--- config.mk ---
export PLATFORM = sky130hd
export DESIGN_NAME = pis_sequencer
export DESIGN_NICKNAME = d
export VERILOG_FILES = /design/src/pis_pkg.sv /design/src/pis_timer.sv /design/src/pis_sequencer.sv
export SDC_FILE = /design/constraint.sdc
export NUM_CORES = 1
export LEC_CHECK = 0
export BUFFER_PORTS_ARGS = -buffer_cell sky130_fd_sc_hd__buf_2
export CAP_MARGIN = 15
export CORE_ASPECT_RATIO = 0.9
export CORE_MARGIN = 2
export CORE_UTILIZATION = 30
export DETAILED_ROUTE_END_ITERATION = 8
export PLACE_DENSITY = 0.6
export SLEW_MARGIN = 20
export SYNTH_ARGS = -nofsm -noshare
export SYNTH_HDL_FRONTEND = slang
export SYNTH_SLANG_ARGS = --single-unit
--- constraint.sdc ---
create_clock -name core_clk -period 2.4 [get_ports core_clk]
set_input_delay 0.48 -clock core_clk [delete_from_list [all_inputs] [get_ports core_clk]]
set_output_delay 0.48 -clock core_clk [all_outputs]
set_load 0.03 [all_outputs]
--- src/pis_pkg.sv ---
// package for the power-up initialization sequencer
// assumes a 25 MHz core clock; all counts derive from it
package pis_pkg;

  // ****************************************
  // timing
  // ****************************************
  localparam int unsigned CLK_MHZ          = 25;
  localparam int unsigned RESET_WAIT_US    = 250;
  localparam int unsigned RESET_BUSY_NS    = 1250000;
  localparam int unsigned AUTO_INIT_NS     = 1250000;
  localparam int unsigned RESET_WAIT_CYC   = RESET_WAIT_US * CLK_MHZ;
  localparam int unsigned RESET_BUSY_CYC   = (RESET_BUSY_NS * CLK_MHZ) / 1000;
  localparam int unsigned AUTO_INIT_CYC    = (AUTO_INIT_NS * CLK_MHZ) / 1000;
  localparam int unsigned CNT_W            = 20;

  // ****************************************
  // commands and layout
  // ****************************************
  localparam logic [7:0]  CMD_RESET        = 8'hff;
  localparam logic [7:0]  CMD_STATUS_POLL  = 8'h0f;
  localparam logic [7:0]  STATUS_REG_ADDR  = 8'hc0;
  localparam int unsigned OIP_BIT          = 0;
  localparam logic [15:0] FIRST_PAGE_ADDR  = 16'h0000;

  typedef enum logic [2:0]
  {
    PIS_OFF      = 3'b000,
    PIS_INIT     = 3'b001,
    PIS_LOAD     = 3'b011,
    PIS_READY    = 3'b010,
    PIS_RST_BUSY = 3'b110
  } pis_state_t;

  typedef struct packed
  {
    logic       valid;
    logic [7:0] opcode;
    logic [7:0] addr;
  } pis_cmd_t;

  typedef struct packed
  {
    logic       req;
    logic [15:0] page;
  } pis_load_t;

endpackage : pis_pkg

--- src/pis_timer.sv ---
// cycle down-counter used for the initialization windows
// assumes load and run come from the same clock domain
`timescale 1ns/1ns
module pis_timer
(
  input  wire logic                     clk,
  input  wire logic                     rst_n,
  input  wire logic                     ce,
  input  wire logic                     load,
  input  wire logic [pis_pkg::CNT_W-1:0] value,
  output logic                          done
);
  import pis_pkg::*;

  logic [CNT_W-1:0] cnt_reg;
  logic [CNT_W-1:0] cnt_next;

  always_comb
  begin
    cnt_next = cnt_reg;
    if (load)
      cnt_next = value;
    else if (cnt_reg != '0)
      cnt_next = cnt_reg - 1'b1;
  end

  always_ff @(posedge clk or negedge rst_n)
  begin
    if (!rst_n)
      cnt_reg <= '0;
    else if (ce)
      cnt_reg <= cnt_next;
  end

  assign done = (cnt_reg == '0) && !load;

endmodule : pis_timer

--- src/pis_sequencer.sv ---
// power-up initialization sequencer of a serial nand device
// assumes a decoded command strobe from the spi front end on core_clk
// supply_ok (write-inhibit threshold crossed) and cs_n are raw pins
//
// Operation
// - status poll answered during init; host may poll the busy flag
// - init starts by itself at supply threshold, no reset command needed
// - by default the first page is copied into the cache register
// - first-page auto-load runs regardless of chip select state
`timescale 1ns/1ns
module pis_sequencer
(
  input  wire logic             core_clk,
  input  wire logic             rst_n,
  input  wire logic             clk_en,
  input  wire logic             supply_ok,
  input  wire logic             cs_n,
  input  wire logic             autoload_en,
  input  wire pis_pkg::pis_cmd_t cmd,
  input  wire logic             load_done,
  output pis_pkg::pis_load_t    load_req,
  output logic                  operation_in_progress_flag,
  output logic [7:0]            status_poll_data,
  output logic                  status_poll_valid,
  output logic                  ready,
  output logic                  early_cmd_err
);
  import pis_pkg::*;

  // ****************************************
  // reset release and pin synchronisers
  // ****************************************
  logic [1:0] rst_sync_reg;
  logic       rst_core_n;

  always_ff @(posedge core_clk or negedge rst_n)
  begin
    if (!rst_n)
      rst_sync_reg <= 2'b00;
    else
      rst_sync_reg <= {rst_sync_reg[0], 1'b1};
  end

  assign rst_core_n = rst_sync_reg[1];

  logic [1:0] sup_sync_reg;
  logic [1:0] cs_sync_reg;
  logic       supply_s;

  always_ff @(posedge core_clk or negedge rst_core_n)
  begin
    if (!rst_core_n)
    begin
      sup_sync_reg <= 2'b00;
      cs_sync_reg  <= 2'b11;
    end
    else if (clk_en)
    begin
      sup_sync_reg <= {sup_sync_reg[0], supply_ok};
      cs_sync_reg  <= {cs_sync_reg[0], cs_n};
    end
  end

  assign supply_s = sup_sync_reg[1];

  // ****************************************
  // sequencer
  // ****************************************
  pis_state_t       state_reg;
  pis_state_t       state_next;
  logic             tmr_load;
  logic [CNT_W-1:0] tmr_value;
  logic             tmr_done;
  pis_load_t        load_reg;
  pis_load_t        load_next;
  logic             oip_reg;
  logic             oip_next;
  logic             ready_reg;
  logic             ready_next;
  logic             err_reg;
  logic             err_next;
  logic             is_reset;
  logic             is_poll;

  assign is_reset = cmd.valid && (cmd.opcode == CMD_RESET);
  assign is_poll  = cmd.valid && (cmd.opcode == CMD_STATUS_POLL)
                    && (cmd.addr == STATUS_REG_ADDR);

  pis_timer u_timer
  (
    .clk   (core_clk),
    .rst_n (rst_core_n),
    .ce    (clk_en),
    .load  (tmr_load),
    .value (tmr_value),
    .done  (tmr_done)
  );

  always_comb
  begin
    state_next = state_reg;
    load_next  = load_reg;
    oip_next   = oip_reg;
    ready_next = ready_reg;
    err_next   = 1'b0;
    tmr_load   = 1'b0;
    tmr_value  = CNT_W'(AUTO_INIT_CYC);
    case (state_reg)
      PIS_OFF:
      begin
        oip_next   = 1'b1;
        ready_next = 1'b0;
        if (supply_s)
        begin
          state_next = PIS_INIT;
          tmr_load   = 1'b1;
          tmr_value  = CNT_W'(AUTO_INIT_CYC);
        end
      end
      PIS_INIT:
      begin
        // chip select is deliberately not looked at here
        if (tmr_done)
        begin
          if (autoload_en)
          begin
            state_next    = PIS_LOAD;
            load_next.req  = 1'b1;
            load_next.page = FIRST_PAGE_ADDR;
          end
          else
          begin
            state_next = PIS_READY;
            oip_next   = 1'b0;
            ready_next = 1'b1;
          end
        end
      end
      PIS_LOAD:
      begin
        if (load_done)
        begin
          load_next.req = 1'b0;
          state_next    = PIS_READY;
          oip_next      = 1'b0;
          ready_next    = 1'b1;
        end
      end
      PIS_READY:
      begin
        if (is_reset)
        begin
          state_next = PIS_RST_BUSY;
          oip_next   = 1'b1;
          ready_next = 1'b0;
          tmr_load   = 1'b1;
          tmr_value  = CNT_W'(RESET_BUSY_CYC);
        end
      end
      PIS_RST_BUSY:
      begin
        if (tmr_done)
        begin
          state_next = PIS_READY;
          oip_next   = 1'b0;
          ready_next = 1'b1;
        end
      end
      default:
        state_next = PIS_OFF;
    endcase
    // a command other than a poll while busy is flagged, not obeyed
    if (oip_reg && cmd.valid && !is_poll && !(state_reg == PIS_READY))
      err_next = 1'b1;
    // supply collapse sends the sequencer back to PIS_OFF, busy, not ready, no load request
    if (!supply_s)
    begin
      state_next    = PIS_OFF;
      load_next.req = 1'b0;
      oip_next      = 1'b1;
      ready_next    = 1'b0;
    end
  end

  always_ff @(posedge core_clk or negedge rst_core_n)
  begin
    if (!rst_core_n)
    begin
      state_reg <= PIS_OFF;
      load_reg  <= '0;
      oip_reg   <= 1'b1;
      ready_reg <= 1'b0;
      err_reg   <= 1'b0;
    end
    else if (clk_en)
    begin
      state_reg <= state_next;
      load_reg  <= load_next;
      oip_reg   <= oip_next;
      ready_reg <= ready_next;
      err_reg   <= err_next;
    end
  end

  // ****************************************
  // status poll answer
  // ****************************************
  logic [7:0] poll_data_reg;
  logic [7:0] poll_data_next;
  logic       poll_vld_reg;
  logic       poll_vld_next;

  always_comb
  begin
    poll_data_next = poll_data_reg;
    poll_vld_next  = 1'b0;
    if (is_poll)
    begin
      poll_data_next          = 8'h00;
      poll_data_next[OIP_BIT] = oip_reg;
      poll_vld_next           = 1'b1;
    end
  end

  always_ff @(posedge core_clk or negedge rst_core_n)
  begin
    if (!rst_core_n)
    begin
      poll_data_reg <= 8'h00;
      poll_vld_reg  <= 1'b0;
    end
    else if (clk_en)
    begin
      poll_data_reg <= poll_data_next;
      poll_vld_reg  <= poll_vld_next;
    end
  end

  assign load_req                   = load_reg;
  assign operation_in_progress_flag = oip_reg;
  assign status_poll_data           = poll_data_reg;
  assign status_poll_valid          = poll_vld_reg;
  assign ready                      = ready_reg;
  assign early_cmd_err              = err_reg;

endmodule : pis_sequencer

==> results of run 1 <==
## critical path: cells and delay by family (launching register included)
kind	cells	cell delay, ns
AND/OR/NAND/NOR	4	1.30
flip-flops	1	0.44
AO/OA/AOI/OAI	1	0.40
## final cells by class
class / instances / area, sq um / share of cell area
sequential: 33 / 827 / 0.327
clock buffer: 6 / 82.6 / 0.0327
tap: 93 / 116 / 0.0460
multi-input combinational: 188 / 1190 / 0.471
inverter: 9 / 33.8 / 0.0134
clock inverter: 2 / 37.5 / 0.0148
timing repair buffer: 41 / 240 / 0.0950
## synth_stat cells (all sizes together), types with 5 or more instances
cell / count / share of area
a21oi: 10 / 0.023
and3: 6 / 0.017
nand2: 15 / 0.026
inv: 9 / 0.016
o21ai: 21 / 0.054
nor3: 7 / 0.016
or3: 8 / 0.025
o41ai: 5 / 0.020
clkbuf: 5 / 0.0086
dfrtp: 32 / 0.37
buf: 27 / 0.089
nor4: 6 / 0.020
mux2: 5 / 0.026
nor2: 14 / 0.025
nand4: 6 / 0.017
nand3: 7 / 0.016
## logic make-up after synthesis
family                     count (synthesis)
and+or+nand+nor                           96
AOI/OAI and AO/OA                         59
buffers and inverters                     41
DFF                                       33
muxes                                      7
adders and majority gates                  2
other                                      2
## layer usage
| layer | global-route usage | vias to the layer above |
|---|---|---|
| met5 | 0 | - |
| met4 | 0.0356 | 0 |
| met3 | 0.0269 | 7 |
| met2 | 0.203 | 64 |
| met1 | 0.186 | 944 |
| li1 | - | 926 |
## timing repair
action | 4_1_cts | 5_1_grt
resized for setup | 0 | 2
hold buffers | 1 | 0
endpoints found under the setup margin | 0 | 8
hold endpoints to repair | 2 | 0
## through the flow
stage | power [mW] | area (sq um)
floorplan | 1.23 | 2260
CTS | 1.93 | 2520
global route | 2.05 | 2530
global placement | 1.36 | 2390
finish | 1.92 | 2530
detailed placement | 1.38 | 2390
## cell usage in the layout, fill, tap and decap left out, types with 3 or more instances in the layout
cell type   n
nand4b_1    3
a21boi_0    3
o31ai_1     3
nor3_1      7
buf_4      12
dfrtp_1    32
a21oi_1    10
o41ai_1     5
inv_1       9
nor4_1      4
mux2_2      5
or3_1       7
and3_1      6
conb_1     24
nand4_1     6
nand2_1    15
clkbuf_8    6
buf_2      28
o21ai_0    19
nand3b_1    3
nor2_1     13
nand3_1     7
## worst paths after layout
kind,from,end,slack (ns),cells past startpoint
hold reg to reg,rst_sync_reg[1],early_cmd_err,0.26,1
setup / recovery,u_timer.cnt_reg[16],u_timer.cnt_reg[9],0.11,5
setup reg to reg,u_timer.cnt_reg[16],u_timer.cnt_reg[9],0.11,5
max in group asynchronous,rst_n,rst_sync_reg[1],1.81,2
hold / removal,rst_sync_reg[1],early_cmd_err,0.26,1
min in group core_clk,rst_sync_reg[0],rst_sync_reg[1],0.35,0
## where the power goes
group          leakage [nW]  internal [mW]  switching (mW)
logic                 0.630          0.254           0.358
clock network        0.0574          0.337           0.202
registers             0.408          0.657           0.108
==> impl_metrics.toml, run 1 <==
[drt]
wl_met1_mm = 2.35
vias = 1941
ant_nets = 0
totalWireLength_mm = 4.89
wl_per_cell_um = 13.1
dr.pass1.iters = 4
remaining_drc_errors = 0
wl_met3_um = 284
wl_met2_mm = 2.21
top_layer = "met4"
avgViaCountPerCell = 5.22
initialDrtViolationCount = 128

[sta]
timing.setup.tns_ns = 0
finalMaxSlewViolations = 0
rsz0062_at_grt = "true"
tightest_slew_ns = 0.636
fin_crit_sh = 0.953
relSlewSlack = 0.573
final_hold_viol_count = 0
finalSetupViolCount = 0
clock_skew_ns = 0.00825
fin_worst_hold_slack_ns = 0.255
fin_crit_ns = 2.29
setup_ws_ns = 0.113
fmax_mhz = 437

[finish]
stdcell_count = 372
antenna_cells = 0
layout.nets = 304
layout-drive-gt1-share = 0.237
largest_reg_flops = 20
syn_to_final_growth_pct = 16.3
fin_util = 0.359
fillerInstances = 746

[flow_run]
cap_violations = 0

[synthesis]
synth_top_family_by_area = "simple AND/OR/NAND/NOR gates"
ys_warn_count = 0
synth_compound_area_frac = 0.183
synth-main-ff-cell = "dfrtp_1"
async_flop_share = 1.00
synth.avg_cell_area_sq_um = 9.06
synth_enable_flop_cells = 0
synth_simple_gate_area_share = 0.274
ys_seq_area_frac = 0.380
synth_cell_type_count = 58
synth-seq-cells = 33
synthCells = 240
synth-adder-area-share = 0.0115
synthMuxAreaShare = 0.0351
netlist_area_sq_um = 2170
synth_xor_area_frac = 0

[critical_path]
cp_max_fo = 12
worstPathCellList = "or4_4, nor4_1, o211a_2, nor3_1, or3b_1"
start_kind = "flip-flop"
worstPathArrival_ns = 2.44
required_ns = 2.56
crit_type = "reg -> reg"
endpoint_kind = "flip-flop"
max_stage_delay_ns = 0.56
cpMaxStageDelayCell = "or4_4"

[global_route]
grt_use_total = 0.131
antenna_found_initial = 0
grt_max_degree = 32
overflow = 0
grt_pass1_vias = 1812
grt_pass1_wl_mm = 8.42

[place]
dp.cells = 363
port_buffers = 28
dp_hpwl_mm = 3.71
place.gp.congestion = 0.873
dp_slack_ns = 0.0642

[clock_network]
clk_latency_ns = 0.29
cts_sinks = 33
cts_buffers = 5
htreeDepth = 2
root_buffer = "clkbuf_8"
tritoncts = "yes"
cts_buffer_depth = 2
post_cts_buffers = 0
clkTransAtPathRegs_ns = 0.07

[die]
dieHeight_um = 84.8
io_pins = 53
num_rows = 29
core-area_sq_um = 7040
initial_core_util = 0.309
die_area_sq_um = 7950
dieWidth_um = 93.7

[power_and_ir_drop]
power.density_nw_per_um2 = 758
peakVddDrop_v = 0.000384
p_leak_nw = 1.10

[outcome]
status = "completed"

[worst_hold_path]
holdCritPathClass = "reg -> async"
No activity file was read; power rests on OpenSTA's default activity.
==> run 2, diff against run 1 <==
ABC_AREA = 1   (was not set)
SLEW_MARGIN = 25   (was 20)
==> run 2 against run 1 <==
Compared with the run above: hold slack got worse by 0.077 ns; global-route usage fell by 0.81 points; clock skew fell by 0.0036 ns; flip-flop and latch count did not move; design area fell by 2.3%.
==> impl_metrics.toml, run 2 <==
[power_and_ir_drop]
p_leak_nw = 1.25
power.density_nw_per_um2 = 778
peakVddDrop_v = 0.000468
finalPower_mw = 1.92

[synthesis]
synth-main-ff-cell = "dfrtp_1"
synth_cell_type_count = 33
synth_top_family_by_area = "simple AND/OR/NAND/NOR gates"
synth-seq-cells = 33
post_synth_most_frequent_cells = "76 x nand2_1, 44 x nor2_1, 32 x dfrtp_1, 31 x inv_1, 24 x buf_4"
synth_enable_flop_cells = 0
ys_seq_area_frac = 0.376
ys_warn_count = 0
synthTopCellsByArea = "dfrtp_1 36%, nand2_1 13%, buf_4 8.2%, nor2_1 7.5%, inv_1 5.3%"
netlist_area_sq_um = 2200
synth-adder-area-share = 0.0114
yosysMostFrequentCell = "nand2_1"
synth.top_cell.area_share = 0.364
synthCells = 301
synth_xor_area_frac = 0.0279
synth_compound_area_frac = 0.0814
synth_simple_gate_area_share = 0.348
synthMuxAreaShare = 0
netlist.top_cell.by_area = "dfrtp_1"
async_flop_share = 1.00
synth.avg_cell_area_sq_um = 7.30

[finish]
largest_reg_flops = 20
layout.cells.most_common = "nand2_1"
syn_to_final_growth_pct = 12.4
layout-drive-gt1-share = 0.187
layout.nets = 362
multi_input_area_sq_um = 1120
fillerInstances = 753
regArea_sq_um = 827
final_cell_mix = "76 x nand2_1, 44 x nor2_1, 32 x dfrtp_1"
antenna_cells = 0
design_area_sq_um = 2470
fin_util = 0.349
stdcell_count = 430

[clock_network]
post_cts_buffers = 0
clkTransAtPathRegs_ns = 0.07
clk_latency_ns = 0.28
cts-resized-gates = 0
root_buffer = "clkbuf_8"
cts_buffer_depth = 2
cts_sinks = 33
htreeDepth = 2
cts_buffers = 5
tritoncts = "yes"
holdBufCountCts = 1

[drt]
avgViaCountPerCell = 4.34
totalWireLength_mm = 4.46
initialDrtViolationCount = 89
vias = 1868
dr.pass1.iters = 4
wl_per_cell_um = 10.4
ant_nets = 0
remaining_drc_errors = 0

[die]
die_area_sq_um = 8030
io_pins = 53
dieWidth_um = 94.2
num_rows = 29
initial_core_util = 0.311
dieHeight_um = 85.2
core-area_sq_um = 7080

[critical_path]
worstPathArrival_ns = 2.09
crit_type = "reg -> reg"
endpoint_kind = "flip-flop"
start_kind = "flip-flop"
required_ns = 2.58
cp_max_fo = 7

[global_route]
antenna_found_initial = 0
grt_pass1_wl_mm = 7.99
overflow = 0
grt_pass1_vias = 1746
grt_use_total = 0.123
grt_max_degree = 22

[sta]
fin_worst_hold_slack_ns = 0.178
fmax_mhz = 524
fin_crit_sh = 0.795
clock_skew_ns = 0.00464
setup_ws_ns = 0.491
timing.setup.tns_ns = 0
finalSetupViolCount = 0
finalMaxSlewViolations = 0
final_hold_viol_count = 0
rsz0062_at_grt = "false"
fin_crit_ns = 1.91

[place]
dpl_cell_area_sq_um = 2360
dp_hpwl_mm = 3.62
dp_slack_ns = 0.405
port_buffers = 28
place.gp.congestion = 0.827
dp.cells = 421

[outcome]
status = "completed"

[worst_hold_path]
holdCritPathClass = "reg -> async"

[flow_run]
cap_violations = 0
[run 2: area by class of cell]
type,count,share of cell area
Timing Repair Buffer,33,0.0729
Sequential cell,33,0.335
Tap cell,93,0.0471
Clock inverter,1,0.00203
Clock buffer,7,0.0390
Inverter,33,0.0511
Multi-Input combinational cell,230,0.453
[run 2: report_power, final]
group          leakage [nW]  internal [mW]  switching (mW)
registers             0.410          0.673           0.109
logic                 0.780          0.217           0.465
clock network        0.0542          0.259           0.201
[run 2: worst max-delay path: stages, from the launching register on]
cell and delay (ns):
dfrtp_1 0.37, inv_1 0.17, ha_1 0.19, nand3_1 0.08, nor2_1 0.11, nand2_1 0.07
nor2_2 0.13, nand2_4 0.08, nand2_2 0.08, buf_4 0.18, nor2_4 0.04, nand2_1 0.08
nand2_1 0.07, nand2_1 0.08, nand2_1 0.05
[run 2: routing by layer]
layer / track usage / vias up / part of all wire
met5: 0 / - / 0
met4: 0.0316 / 0 / 0.013
met3: 0.0302 / 5 / 0.038
met2: 0.188 / 34 / 0.44
met1: 0.174 / 851 / 0.51
li1: - / 978 / -
[run 2: cells by family (layout without fill, tap and decap cells)]
kind of cell               Yosys count  after routing
xor gates and xnor gates             7              7
adders and majority gates            2              2
DFF                                 33             33
buffers and inverters               60             74
AOI/OAI and AO/OA                   28             28
other                                2             24
and+or+nand+nor                    169            169
[run 2: final timing paths]
path                       cells after the start  slack, ns               start                         end
setup reg to reg                              14       0.49  u_timer.cnt_reg[0]         u_timer.cnt_reg[13]
setup / recovery                              14       0.49  u_timer.cnt_reg[0]         u_timer.cnt_reg[13]
min in group core_clk                          0       0.36     rst_sync_reg[0]             rst_sync_reg[1]
hold / removal                                 0       0.18     rst_sync_reg[1]          u_timer.cnt_reg[9]
max in group asynchronous                      1       1.53     rst_sync_reg[1]  operation_in_progress_flag
hold reg to reg                                0       0.18     rst_sync_reg[1]          u_timer.cnt_reg[9]
==> run 3, diff against run 2 <==
clock period = 1.8 ns   (was 2.4 ns; I/O delays follow)
==> run 3 against run 2 <==
Compared with the run above: first-iteration DRC count rose by 4.5%; largest cell class unchanged; clock-buffer cell count fell by 2; hold slack worse by 0.034 ns; design area up 5.6%; non-clock buffer count grew 13; power increased by 38%; highest routed layer unchanged.
==> impl_metrics.toml, run 3 (same netlist as run 2, synthesis figures left out) <==
[outcome]
status = "completed"

[sta]
fin_worst_hold_slack_ns = 0.145
fin_crit_sh = 0.951
setup_ws_ns = 0.0887
rsz0062_at_grt = "true"
fin_crit_ns = 1.71
final_hold_viol_count = 0
finalMaxSlewViolations = 0
finalSetupViolCount = 0
clock_skew_ns = 0.00776
fmax_mhz = 584

[place]
place.gp.congestion = 0.835
port_buffers = 28
dp_slack_ns = 0.0162
dpl_cell_area_sq_um = 2450
dp_hpwl_mm = 3.69

[clock_network]
root_buffer = "clkbuf_8"
htreeDepth = 2
clkTransAtPathRegs_ns = 0.07
tritoncts = "yes"
cts_buffers = 5
cts_sinks = 33
cts_buffer_depth = 2
clk_latency_ns = 0.29

[critical_path]
worstPathCellList = "inv_1, nand4_1, nand2_4, inv_4, nand2_4, nand2_4, buf_12, buf_4, o31ai_1"
r2r_cells = 9
crit_type = "reg -> reg"
max_stage_delay_ns = 0.43
start_kind = "flip-flop"
worstPathArrival_ns = 1.90
startpoint = "state_reg[2]"
cp_max_fo = 9
r2r_start = "state_reg[2]"
endpoint_kind = "flip-flop"
cp_common_cell = "nand2_4"
required_ns = 1.98
cpMaxStageDelayCell = "dfrtp_1"

[worst_hold_path]
holdCritPathClass = "reg -> async"

[drt]
initialDrtViolationCount = 93
dr.pass1.iters = 4
remaining_drc_errors = 0
vias = 1972
ant_nets = 0
avgViaCountPerCell = 4.45
wl_per_cell_um = 10.8
totalWireLength_mm = 4.80

[finish]
largest_reg_flops = 20
final_cell_mix = "74 x nand2_1, 40 x nor2_1, 32 x dfrtp_1"
layout.cells.most_common = "nand2_1"
syn_to_final_growth_pct = 18.7
layout-drive-gt1-share = 0.251
fin_util = 0.369
antenna_cells = 0
layout.nets = 375
design_area_sq_um = 2610

[power_and_ir_drop]
p_leak_nw = 1.31
pwr-share-comb = 0.398
internal_power_mw = 1.55
pwr-share-clk = 0.206
switching_share = 0.414
finalPower_mw = 2.65
peakVddDrop_v = 0.000580
power.density_nw_per_um2 = 1020
seqPwrFrac = 0.396
netSwitchingPower_mw = 1.10

[global_route]
grt_use_total = 0.124
grt_max_degree = 24
overflow = 0
grt_pass1_vias = 1765
grt_pass1_wl_mm = 8.07
antenna_found_initial = 0

[die]
initial_core_util = 0.311
dieHeight_um = 85.2
io_pins = 53
dieWidth_um = 94.2
core-area_sq_um = 7080
die_area_sq_um = 8030
num_rows = 29

[flow_run]
cap_violations = 0
-- run 3: worst max-delay path: cells and delay by family (launching register included) --
family                 cells  cell delay (ns)
AOI/OAI and AO/OA          1             0.24
and+or+nand+nor            4             0.46
DFF                        1             0.43
buffers and inverters      4             0.49
-- run 3: per-layer routing --
layer  global-route usage  wire length [um]
met5                    0                 0
met1                0.182              2330
met4               0.0382                42
met3               0.0284               194
met2                0.181              2230
-- run 3: cell type report --
class,instances,area (sq um)
Inverter,33,126
Sequential cell,33,827
Timing Repair Buffer,46,290
Fill cell,756,4470
Clock inverter,3,17.5
Tap cell,93,116
Clock buffer,5,68.8
Multi-Input combinational cell,230,1160
-- run 3: worst paths after layout --
path | to | slack [ns]
min in group core_clk | sup_sync_reg[0] | 0.28
max in group asynchronous | load_req[16] | 1.02
hold reg to reg | sup_sync_reg[0] | 0.14
setup / recovery | u_timer.cnt_reg[19] | 0.09
setup reg to reg | u_timer.cnt_reg[19] | 0.09
hold / removal | sup_sync_reg[0] | 0.14
-- run 3: through the flow --
step	TNS, ns	instances
detailed placement	0	432
global route	-0.124	443
CTS	0	441
global placement	0	432
finish	0	443
floorplan	0	323
-- run 3: what timing repair did --
action | CTS | global route
setup buffers | 0 | 2
endpoints found under the hold margin | 2 | 0
endpoints found under the setup margin | 0 | 20
gates resized for setup | 0 | 16
hold buffers | 1 | 0
-- run 3: power groups by stage --
stage	Sequential (mW)	Combinational [mW]	Clock, mW
floorplan	1.07	0.720	0
global placement	1.05	0.986	0
detailed placement	1.06	1.01	0
CTS	1.04	1.01	0.565
global route	1.08	1.19	0.604
finish	1.05	1.06	0.545
